**config.mk**
```make
export PLATFORM = sky130hd
export DESIGN_NAME = flash_command_controller
export DESIGN_NICKNAME = d
export VERILOG_FILES = /design/src/include/nvm_cmd_pkg.sv /design/src/design/flash_command_controller.sv
export SDC_FILE = /design/constraint.sdc
export NUM_CORES = 1
export LEC_CHECK = 0
export ABC_AREA = 1
export BUFFER_PORTS_ARGS = -buffer_cell sky130_fd_sc_hd__buf_2
export CORE_UTILIZATION = 31
export CTS_BUF_LIST = sky130_fd_sc_hd__clkbuf_4 sky130_fd_sc_hd__clkbuf_8
export CTS_CLUSTER_DIAMETER = 80
export DETAILED_ROUTE_END_ITERATION = 8
export GPL_TIMING_DRIVEN = 0
export PLACE_DENSITY = 0.51
export REMOVE_ABC_BUFFERS = 1
export SETUP_SLACK_MARGIN = 0.4
export SYNTH_ARGS = -nofsm -noshare
export SYNTH_HDL_FRONTEND = slang
export SYNTH_SLANG_ARGS = --single-unit
export TNS_END_PERCENT = 100
```
**constraint.sdc**
```tcl
create_clock -name ref_clk -period 4.4 [get_ports ref_clk]
set_clock_uncertainty 0.15 [all_clocks]
set_input_delay 0.66 -clock ref_clk [delete_from_list [all_inputs] [get_ports ref_clk]]
set_output_delay 0.66 -clock ref_clk [all_outputs]
set_load 0.02 [all_outputs]
```
**src/include/nvm_cmd_pkg.sv**
```systemverilog
// constants, register map and command encodings of the nvm command controller
package nvm_cmd_pkg;
  // ----------------------------------------------------------------
  // register indices (byte address is four times the index)
  // ----------------------------------------------------------------
  localparam logic [5:0] IDX_CLKDIV = 6'h00;
  localparam logic [5:0] IDX_PINDEX = 6'h02;
  localparam logic [5:0] IDX_STATUS = 6'h06;
  localparam logic [5:0] IDX_FAULT = 6'h07;
  localparam logic [5:0] IDX_PARAM_HI = 6'h0a;
  localparam logic [5:0] IDX_PARAM_LO = 6'h0b;
  localparam logic [5:0] IDX_RSV_ONE = 6'h0c;
  localparam logic [5:0] IDX_RSV_TWO = 6'h0d;
  localparam logic [5:0] IDX_RSV_THREE = 6'h0e;
  localparam logic [5:0] IDX_MARGIN = 6'h10;
  // ----------------------------------------------------------------
  // field positions
  // ----------------------------------------------------------------
  localparam int ST_CMD_DONE = 7;
  localparam int ST_ACC_ERR = 5;
  localparam int ST_PROT_VIOL = 4;
  localparam int ST_MEM_ONE = 1;
  localparam int ST_MEM_ZERO = 0;
  localparam int FLT_DOUBLE = 1;
  localparam int FLT_SINGLE = 0;
  localparam int DIV_LOADED = 7;
  // ----------------------------------------------------------------
  // commands, block codes, margin levels
  // ----------------------------------------------------------------
  localparam logic [7:0] CMD_VERIFY_ALL = 8'h01;
  localparam logic [7:0] CMD_SET_MARGIN = 8'h0e;
  localparam logic [7:0] CMD_PROGRAM = 8'h06;
  localparam logic [7:0] CMD_ERASE_ALL = 8'h08;
  localparam logic [7:0] CMD_ERASE_BLOCK = 8'h09;
  localparam logic [7:0] CMD_ERASE_SECTOR = 8'h0a;
  localparam logic [7:0] CMD_PROGRAM_EE = 8'h11;
  localparam logic [7:0] CMD_ERASE_EE = 8'h12;
  localparam logic [2:0] PIDX_VERIFY = 3'h0;
  localparam logic [2:0] PIDX_MARGIN = 3'h1;
  localparam logic [1:0] BLK_PFLASH = 2'h0;
  localparam logic [1:0] BLK_EEPROM = 2'h1;
  localparam logic [15:0] MRG_NORMAL = 16'h0000;
  localparam logic [15:0] MRG_USER_ONE = 16'h0001;
  localparam logic [15:0] MRG_USER_ZERO = 16'h0002;
  localparam logic [15:0] MRG_FIELD_ONE = 16'h0003;
  localparam logic [15:0] MRG_FIELD_ZERO = 16'h0004;
  localparam logic [0:0] RD_PFLASH = 1'h0;
  localparam logic [0:0] RD_EEPROM = 1'h1;
  // ----------------------------------------------------------------
  // timing
  // ----------------------------------------------------------------
  localparam int CLK_PERIOD_NS = 10;
  localparam int VERIFY_NS = 640;
  localparam int MARGIN_NS = 50;
  localparam int ALGO_NS = 2000;
  localparam logic [7:0] VERIFY_CYC = 8'((VERIFY_NS + CLK_PERIOD_NS - 1) / CLK_PERIOD_NS);
  localparam logic [7:0] MARGIN_CYC = 8'((MARGIN_NS + CLK_PERIOD_NS - 1) / CLK_PERIOD_NS);
  localparam logic [7:0] ALGO_CYC = 8'((ALGO_NS + CLK_PERIOD_NS - 1) / CLK_PERIOD_NS);
  localparam logic [7:0] CNT_ONE = 8'h01;
  localparam logic [7:0] CNT_ZERO = 8'h00;
  // ----------------------------------------------------------------
  // sequencer states
  // ----------------------------------------------------------------
  typedef enum logic [3:0] {
    ST_IDLE = 4'b0001,
    ST_VERIFY = 4'b0010,
    ST_MARGIN = 4'b0100,
    ST_ALGO = 4'b1000
  } seq_state_e;
endpackage : nvm_cmd_pkg

```
**src/design/flash_command_controller.sv**
```systemverilog
// command sequencer of the nvm controller with classic wishbone register slave
`timescale 1ns/10ps
`default_nettype none
module flash_command_controller
  import nvm_cmd_pkg::*;
(
  input wire logic ref_clk, // 100 MHz clock
  input wire logic rst_b, // synchronous reset, active low
  input wire logic wb_cyc_i, // bus cycle
  input wire logic wb_stb_i, // strobe
  input wire logic wb_we_i, // write enable
  input wire logic [7:0] wb_adr_i, // byte address
  input wire logic [3:0] wb_sel_i, // byte selects
  input wire logic [31:0] wb_dat_i, // write data
  output logic wb_ack_o, // acknowledge
  output logic [31:0] wb_dat_o, // read data
  input wire logic special_mode, // high in special modes
  input wire logic pflash_blank, // program array reports erased
  input wire logic eeprom_blank, // eeprom array reports erased
  input wire logic verify_read_err, // correctable read error seen
  input wire logic verify_uncorr_err, // uncorrectable read error seen
  input wire logic array_rd_req, // array read strobe
  input wire logic array_rd_block, // 0 program, 1 eeprom
  output logic array_rd_invalid, // read data invalid, one pulse
  output logic [2:0] pflash_margin, // program read margin level
  output logic [2:0] eeprom_margin, // eeprom read margin level
  output logic cmd_busy // command running: verify, margin or program/erase
);
  // ----------------------------------------------------------------
  // decode
  // ----------------------------------------------------------------
  function automatic logic known_prog_erase(input logic [7:0] code);
    known_prog_erase = (code == CMD_PROGRAM) || (code == CMD_ERASE_ALL) || (code == CMD_ERASE_BLOCK) ||
                       (code == CMD_ERASE_SECTOR) || (code == CMD_PROGRAM_EE) || (code == CMD_ERASE_EE);
  endfunction : known_prog_erase

  function automatic logic valid_level(input logic [15:0] lvl);
    valid_level = (lvl <= MRG_FIELD_ZERO);
  endfunction : valid_level

  seq_state_e state_ff, nxt_state;
  logic ack_ff;
  logic [31:0] dat_ff;
  logic div_loaded_ff;
  logic [6:0] div_ff;
  logic [2:0] pidx_ff;
  logic [15:0] param_ff [8];
  logic done_ff, acc_err_ff, prot_viol_ff, mem_one_ff, mem_zero_ff;
  logic sfd_ff, dfd_ff;
  logic err_any_ff, err_unc_ff;
  logic [7:0] cnt_ff;
  logic [2:0] pmrg_ff, emrg_ff;
  logic rd_inv_ff;
  logic busy_ff;
  logic [7:0] busy_len_ff;

  wire logic req = wb_cyc_i && wb_stb_i && !ack_ff;
  wire logic wr = req && wb_we_i && wb_sel_i[0];
  wire logic [5:0] idx = wb_adr_i[7:2];
  wire logic wr_div = wr && (idx == IDX_CLKDIV);
  wire logic wr_pidx = wr && (idx == IDX_PINDEX);
  wire logic wr_stat = wr && (idx == IDX_STATUS);
  wire logic wr_flt = wr && (idx == IDX_FAULT);
  wire logic wr_hi = wr && (idx == IDX_PARAM_HI) && done_ff;
  wire logic wr_lo = wr && (idx == IDX_PARAM_LO) && done_ff;
  wire logic rd_resv = (idx == IDX_RSV_ONE) || (idx == IDX_RSV_TWO) || (idx == IDX_RSV_THREE);

  // ----------------------------------------------------------------
  // launch checks
  // ----------------------------------------------------------------
  // a launch while an error is still pending is dropped: software owns that clear
  wire logic launch = wr_stat && wb_dat_i[ST_CMD_DONE] && done_ff && !acc_err_ff && !prot_viol_ff;
  wire logic [7:0] code = param_ff[0][15:8];
  wire logic [1:0] blk_sel = param_ff[0][1:0];
  wire logic [15:0] lvl = param_ff[1];
  wire logic is_verify = (code == CMD_VERIFY_ALL);
  wire logic is_margin = (code == CMD_SET_MARGIN);
  wire logic is_pe = known_prog_erase(code);
  wire logic verify_bad = pidx_ff != PIDX_VERIFY;
  wire logic margin_bad = (pidx_ff != PIDX_MARGIN) || !special_mode || !valid_level(lvl) ||
                          ((blk_sel != BLK_PFLASH) && (blk_sel != BLK_EEPROM));
  wire logic pe_bad = !div_loaded_ff;
  wire logic cmd_err = launch && ((is_verify && verify_bad) || (is_margin && margin_bad) ||
                       (is_pe && pe_bad) || !(is_verify || is_margin || is_pe));
  wire logic go_verify = launch && is_verify && !verify_bad;
  wire logic go_margin = launch && is_margin && !margin_bad;
  wire logic go_algo = launch && is_pe && !pe_bad;
  wire logic go_any = go_verify || go_margin || go_algo;
  wire logic cnt_end = (state_ff != ST_IDLE) && (cnt_ff == CNT_ONE);

  // ----------------------------------------------------------------
  // sequencer
  // ----------------------------------------------------------------
  always_comb begin
    nxt_state = state_ff;
    unique case (state_ff)
      ST_IDLE: begin
        if (go_verify) begin
          nxt_state = ST_VERIFY;
        end else if (go_margin) begin
          nxt_state = ST_MARGIN;
        end else if (go_algo) begin
          nxt_state = ST_ALGO;
        end
      end
      ST_VERIFY, ST_MARGIN, ST_ALGO: begin
        if (cnt_end) begin
          nxt_state = ST_IDLE;
        end
      end
      default: begin
        nxt_state = ST_IDLE;
      end
    endcase
  end

  wire logic [7:0] nxt_cnt = go_verify ? VERIFY_CYC : go_margin ? MARGIN_CYC : go_algo ? ALGO_CYC :
                             (cnt_ff != CNT_ZERO) ? cnt_ff - CNT_ONE : CNT_ZERO;

  always_ff @(posedge ref_clk) begin
    if (!rst_b) begin
      state_ff <= ST_IDLE;
      cnt_ff <= CNT_ZERO;
    end else begin
      state_ff <= nxt_state;
      cnt_ff <= nxt_cnt;
    end
  end

  // ----------------------------------------------------------------
  // status flags
  // ----------------------------------------------------------------
  wire logic verify_end = (state_ff == ST_VERIFY) && cnt_end;
  wire logic blank_fail = !(pflash_blank && eeprom_blank);
  wire logic nxt_done = go_any ? 1'b0 : (cnt_end ? 1'b1 : done_ff);
  // hardware set wins over a write-one clear in the same cycle
  wire logic nxt_acc_err = (acc_err_ff && !(wr_stat && wb_dat_i[ST_ACC_ERR])) || cmd_err;
  wire logic nxt_prot_viol = prot_viol_ff && !(wr_stat && wb_dat_i[ST_PROT_VIOL]);
  // an uncorrectable error is a read error too, so it raises bit one as well
  wire logic nxt_mem_one = go_verify ? 1'b0 :
                           (verify_end ? (err_any_ff || verify_read_err || verify_uncorr_err || blank_fail) :
                           mem_one_ff);
  wire logic nxt_mem_zero = go_verify ? 1'b0 :
                            (verify_end ? (err_unc_ff || verify_uncorr_err || blank_fail) : mem_zero_ff);
  wire logic in_verify = state_ff == ST_VERIFY;
  wire logic nxt_err_any = go_verify ? 1'b0 : (err_any_ff || (in_verify && (verify_read_err || verify_uncorr_err)));
  wire logic nxt_err_unc = go_verify ? 1'b0 : (err_unc_ff || (in_verify && verify_uncorr_err));

  always_ff @(posedge ref_clk) begin
    if (!rst_b) begin
      done_ff <= 1'b1;
      acc_err_ff <= 1'b0;
      prot_viol_ff <= 1'b0;
      mem_one_ff <= 1'b0;
      mem_zero_ff <= 1'b0;
      err_any_ff <= 1'b0;
      err_unc_ff <= 1'b0;
      busy_ff <= 1'b0;
    end else begin
      done_ff <= nxt_done;
      acc_err_ff <= nxt_acc_err;
      prot_viol_ff <= nxt_prot_viol;
      mem_one_ff <= nxt_mem_one;
      mem_zero_ff <= nxt_mem_zero;
      err_any_ff <= nxt_err_any;
      err_unc_ff <= nxt_err_unc;
      busy_ff <= !nxt_done;
    end
  end

  // ----------------------------------------------------------------
  // read-while-busy fault detect
  // ----------------------------------------------------------------
  // verify touches both arrays; program/erase is treated as touching the program array
  wire logic pflash_busy = (state_ff == ST_VERIFY) || (state_ff == ST_ALGO) ||
                           ((state_ff == ST_MARGIN) && (blk_sel == BLK_PFLASH));
  wire logic eeprom_busy = (state_ff == ST_VERIFY) || (state_ff == ST_MARGIN);
  wire logic rd_clash = array_rd_req && ((array_rd_block == RD_PFLASH) ? pflash_busy : eeprom_busy);
  wire logic nxt_sfd = (sfd_ff && !(wr_flt && wb_dat_i[FLT_SINGLE])) || rd_clash;
  wire logic nxt_dfd = (dfd_ff && !(wr_flt && wb_dat_i[FLT_DOUBLE])) || rd_clash;

  always_ff @(posedge ref_clk) begin
    if (!rst_b) begin
      sfd_ff <= 1'b0;
      dfd_ff <= 1'b0;
      rd_inv_ff <= 1'b0;
    end else begin
      sfd_ff <= nxt_sfd;
      dfd_ff <= nxt_dfd;
      rd_inv_ff <= rd_clash;
    end
  end

  // ----------------------------------------------------------------
  // margin levels
  // ----------------------------------------------------------------
  wire logic margin_end = (state_ff == ST_MARGIN) && cnt_end;
  wire logic [2:0] nxt_pmrg = (margin_end && (blk_sel == BLK_PFLASH)) ? lvl[2:0] : pmrg_ff;
  wire logic [2:0] nxt_emrg = margin_end ? lvl[2:0] : emrg_ff;

  always_ff @(posedge ref_clk) begin
    if (!rst_b) begin
      pmrg_ff <= MRG_NORMAL[2:0];
      emrg_ff <= MRG_NORMAL[2:0];
    end else begin
      pmrg_ff <= nxt_pmrg;
      emrg_ff <= nxt_emrg;
    end
  end

  // ----------------------------------------------------------------
  // registers written by software
  // ----------------------------------------------------------------
  always_ff @(posedge ref_clk) begin
    if (!rst_b) begin
      div_loaded_ff <= 1'b0;
      div_ff <= 7'h00;
      pidx_ff <= 3'h0;
    end else begin
      if (wr_div && done_ff) begin
        div_ff <= wb_dat_i[6:0];
        div_loaded_ff <= 1'b1;
      end
      if (wr_pidx && done_ff) begin
        pidx_ff <= wb_dat_i[2:0];
      end
    end
  end

  // parameter words, one per index; data words 0..3 live at indices 2..5
  for (genvar gi = 0; gi < 8; gi++) begin : g_param
    always_ff @(posedge ref_clk) begin
      if (!rst_b) begin
        param_ff[gi] <= 16'h0000;
      end else begin
        if (wr_hi && (pidx_ff == 3'(gi))) begin
          param_ff[gi][15:8] <= wb_dat_i[7:0];
        end
        if (wr_lo && (pidx_ff == 3'(gi))) begin
          param_ff[gi][7:0] <= wb_dat_i[7:0];
        end
      end
    end
  end

  // ----------------------------------------------------------------
  // read mux and bus answer
  // ----------------------------------------------------------------
  wire logic [7:0] stat_val = {done_ff, 1'b0, acc_err_ff, prot_viol_ff, 2'b00, mem_one_ff, mem_zero_ff};
  wire logic [7:0] rd_byte = (idx == IDX_CLKDIV) ? {div_loaded_ff, div_ff} :
                             (idx == IDX_PINDEX) ? {5'h00, pidx_ff} :
                             (idx == IDX_STATUS) ? stat_val :
                             (idx == IDX_FAULT) ? {6'h00, dfd_ff, sfd_ff} :
                             (idx == IDX_PARAM_HI) ? param_ff[pidx_ff][15:8] :
                             (idx == IDX_PARAM_LO) ? param_ff[pidx_ff][7:0] :
                             (idx == IDX_MARGIN) ? {1'b0, emrg_ff, 1'b0, pmrg_ff} :
                             8'h00;
  wire logic [31:0] nxt_dat = (req && !wb_we_i && !rd_resv) ? {24'h000000, rd_byte} : 32'h00000000;

  always_ff @(posedge ref_clk) begin
    if (!rst_b) begin
      ack_ff <= 1'b0;
      dat_ff <= 32'h00000000;
    end else begin
      ack_ff <= req;
      dat_ff <= nxt_dat;
    end
  end

  assign wb_ack_o = ack_ff;
  assign wb_dat_o = dat_ff;
  assign array_rd_invalid = rd_inv_ff;
  assign pflash_margin = pmrg_ff;
  assign eeprom_margin = emrg_ff;
  // busy has its own flop so the pin is not gated after the complete flag
  assign cmd_busy = busy_ff;

  // ----------------------------------------------------------------
  // busy run length, so a hung sequencer trips a small counter check
  // ----------------------------------------------------------------
  always_ff @(posedge ref_clk) begin
    if (!rst_b) begin
      busy_len_ff <= CNT_ZERO;
    end else begin
      busy_len_ff <= done_ff ? CNT_ZERO : busy_len_ff + CNT_ONE;
    end
  end

  // ----------------------------------------------------------------
  // checks
  // ----------------------------------------------------------------
  localparam int VERIFY_BOUND = 70;
endmodule : flash_command_controller
`default_nettype wire

```
* Yosys cells after proc, flatten, opt, wreduce, memory -nomap -nowiden *
Memory sizes are Yosys's and may differ from the RTL's. A register that Yosys moved wholly into a read port is not among the register bits.
Cells that the tools add are included.

word-level totals
  bits of input ports = 56
  bits in latches = 0
  memories kept = 1
  bits in read-only memories = 0
  bits in writable memories = 128
  word-level logic and storage cells = 289
  register bits = 73

operators by class
  $add $sub $neg = 1
  shift operators = 0
  equal/unequal tests = 34
  mux-type cells = 86
  $mul = 0
  bitwise operators = 18
  reduce and logical (&&, ||, !) cells = 124
  div/mod/pow operators = 0
  magnitude comparators = 1

memories
  name      words  width  rd ports  clocked after memory_dff  wr ports  line                            RTL
  param_ff  8      16     3         1                         8         flash_command_controller.sv:47  logic [15:0] param_ff [8];

operators by type and width
  cell                 count
  $mux 8               24
  $logic_and 1x1->1    64
  $mux 1               52
  $eq 8x4->1 const B   4
  $logic_or 1x1->1     31
  $eq 6x4->1 const B   5
  $mux 7               3
  $logic_not 1->1      17
  $eq 8x1->1 const B   2
  $eq 8x5->1 const B   2
  $le 16x3->1 const B  1
  $mux 4               4
  $or 1x1->1           16
  $eq 3x3->1 const B   4
  $eq 6x3->1 const B   2
  $eq 8x3->1 const B   1
  $pmux 4 s2           1
  $reduce_bool 8->1    1
  $sub 8x1->8 const B  1
  $eq 3x2->1 const B   2
  $eq 6x2->1 const B   1
  $eq 6x5->1 const B   1
  $logic_not 6->1      1
  $mux 3               2
  other kinds (19)     22

* Longest topological paths before layout *
  depth after elaboration = 15
  depth in mapped cells = 13

* Worst setup path after synthesis *
Ideal clock, no wire load.

  path kind = input-to-reg
  start point = input port wb_cyc_i
  end point = memory param_ff[5][0], enable pin
  arrival time = 1.754 ns
  setup time = 0.329 ns
  stages on the path = 9
  slack = 2.167 ns
  required time = 3.921 ns
  cells stage by stage = nand2_1 > nor2_1 > nand2_2 > nor2_1 > inv_1 > nor2_4 > buf_6 > nand2_1 > nand2_1

RTL lines
  item             line                            RTL
  start, declared  flash_command_controller.sv:9   input wire logic wb_cyc_i,
  end, declared    flash_command_controller.sv:47

* Worst setup path after layout *
  start point = input port rst_b
  end point = register dat_ff[2], in the netlist wb_dat_o[2]

between the ends
  cells in the longest elaborated chain, start to end = 1

RTL lines
  item                               line                             RTL
  start, declared                    flash_command_controller.sv:8    input wire logic rst_b,
  $reduce_and 2->1 (no source line)  -
  end signal, assigned               flash_command_controller.sv:266  dat_ff <= nxt_dat;
  end, declared                      flash_command_controller.sv:43   logic [31:0] dat_ff;

No other way between the ends.
A chain may end at the register's enable or synchronous reset.

==> run metrics <==
run status complete, no violations; mux contribution to synthesized area 0%; final worst-path cycle share 75.66%; cell count after synthesis 997; layout cells sized above 1 9.709%; Initial DRC Count roughly 580; CP cell instances buf_2 > inv_2 > nor4_1 > o21ai_0 > a21oi_1; Max Fclk 300.4 MHz; Hold/Removal Path Class in -> reg; Die W 169.4 µm; DR vias 6,754; Worst Slack Setup Final 1.071 ns; final setup vio count 0; Clk pin slew, worst setup/hold paths around 0.11 ns; synth-to-layout area growth 8.976%; pre-CTS setup slack just under 0.7 ns; flip-flop and latch area 4887 µm²; Post-Syn Area between 8000 and 9000 µm²; input/output buffers 43; hold_ws 0.3055 ns; WP data arrival 3.55 ns; xor/xnor share of the synthesized area 0.3026%; Cell Count, Final, Fillers Out about 1,400; Synth area leaders edfxtp_1, dfxtp_1, nor2_1; Nets 1,075; CTS sink cnt 180; Slowest-stage cell, CP nor4_1; Tot Pwr between 3 and 4 mW; Compound-Gate Fraction of Synth Area 9.826%; most frequent cell after synthesis nor2_1; met2 WL 11,490 µm; Final Core Density 34.73%; Final Max Tran Viols 0; routed length on met1 10,810 µm; die height around 170 µm; postcts setup bufs 0; CTS tree yes; adder-cell share of the synthesized area 0.2881%; placed wire-length estimate approximately 16,000 µm; CP startpoint kind input pin; via/cell ratio 4.817; Root Buffer clkbuf_8; Gates resized, CTS repair 0; final WL 23,860 µm; I/O pin total 97; Avg WL per Cell 17.02 µm; Max FO, Critical Path 54; Peak supply drop 0.1569 mV; area share of the largest cell type after synthesis about 44%; CP Class in -> reg; Worst-Skew Late Latency approximately 0.48 ns; min Tclk post-route 3.329 ns; vias in the first global route ~6,500; ys async rst share 0%; grt ovf 0; initial antenna violation count 0; Diodes inserted 0; H-tree Lvls 4; area leader, netlist edfxtp_1; CTS max path bufs 2; maxcap violations 0; endpoints failing hold 0; area of the core between 20,000 and 30,000 µm²; Req. time, crit path 4.62 ns; slowest stage delay, CP ~1.1 ns; #FFs+latches synth 180; Post-CTS Hold Buffers 0; Top Layer Used met4; DRC violations left 0; routability congestion estimate just over 0.8; Worst-Margin Slew 1.194 ns; Commonest cells post-synth nor2_1, nand2_1, edfxtp_1, inv_1, a21oi_1; filler instances 2,821; drt first pass iters 6; placed insts 1,370; area of the multi-input gates 3178 µm²; Main synth FF type edfxtp_1; Avg Inst Size Synth 8.711 µm²; Synth Area in Simple Gates 25.14%; Total Routing Usage GR 17.28%; Seq/Total Area, Yosys 56.25%; RSZ-0062 raised after global routing no; largest net degree at the start of global routing slightly below 60; P per Cell Area 374.9 nW/µm²; synth warn 0; total CTS buffers 17; P_leak 3.807 nW; Starting Density 31.87%; Slew Limit Headroom about 20%; crit end category register; first-pass GRT wire length 36,990 µm; number of synthesized flops with an enable pin 128; Synth cell types 38; largest family of logic cells by synthesized area simple AND/OR/NAND/NOR gates; Routed Antenna Nets 0; die area 28,690 µm²; DR WL met3 1136 µm; num rows 60
[placed cells by master (no fill, tap or decap), drive strengths merged, types with 24 or more instances in the layout]
| master | netlist | final |
|---|---|---|
| edfxtp | 128 | 128 |
| buf | 46 | 44 |
| dfxtp | 52 | 52 |
| o21ai | 62 | 62 |
| a21oi | 71 | 71 |
| conb | 1 | 24 |
| nor2 | 216 | 216 |
| nand2 | 187 | 187 |
| nand3 | 76 | 76 |
| inv | 75 | 81 |
[final timing paths]
path	startpoint	endpoint	slack [ns]	depth (start not counted)
setup / recovery	rst_b	wb_dat_o[2]$_SDFF_PN0_	1.07	5
hold / removal	wb_dat_i[4]	prot_viol_ff$_SDFF_PN0_	0.31	4
setup reg to reg	register	wb_dat_o[4]$_SDFF_PN0_	1.12	9
hold reg to reg	err_any_ff$_SDFF_PP0_	err_any_ff$_SDFF_PP0_	0.31	2
[critical path, delay by kind of cell]
| kind | cells | cell delay, ns |
|---|---|---|
| simple gates | 1 | 1.06 |
| compound gates | 2 | 0.67 |
| buf+inv | 2 | 1.09 |
[per-stage QoR]
step                      setup TNS (ns)  cell area (µm²)
after floorplan                        0             8371
after global placement            -4.494             9051
after detailed placement               0             9074
after CTS                              0             9464
after global routing                   0             9464
final                                  0             9464
[kinds of logic after synthesis]
family,Yosys count
buf+inv,148
flops,180
xor+xnor,3
simple gates,505
other cells,1
compound gates,158
fa+ha+maj,2
[report_power, final]
part	internal, mW	total (mW)	switching (mW)
sequential	1.89	1.94	0.0418
combinational	0.147	0.467	0.320
clock	0.474	1.15	0.671
[state kept, by name (all words and copies together) (netlist names), 3 cells and up, named ones only]
register       count
param_ff         128
cnt_ff             8
wb_dat_o           8
div_ff             7
state_ff           4
eeprom_margin      3
pflash_margin      3
pidx_ff            3
[final cells by class]
class	count	share of cell area (%)
Clock buffer	18	2.552
Clock inverter	14	1.573
Inverter	82	3.252
Multi-Input combinational cell	692	33.58
Sequential cell	180	51.64
Tap cell	372	4.918
Timing Repair Buffer	44	2.485
[layer usage]
metal  GRT usage, %  vias up
met1          22.98     3224
met4          5.366        0
li1               -     3314
met2          28.77      190
met5              0        -
met3          2.752       26
(Power assumes the default switching activity.)
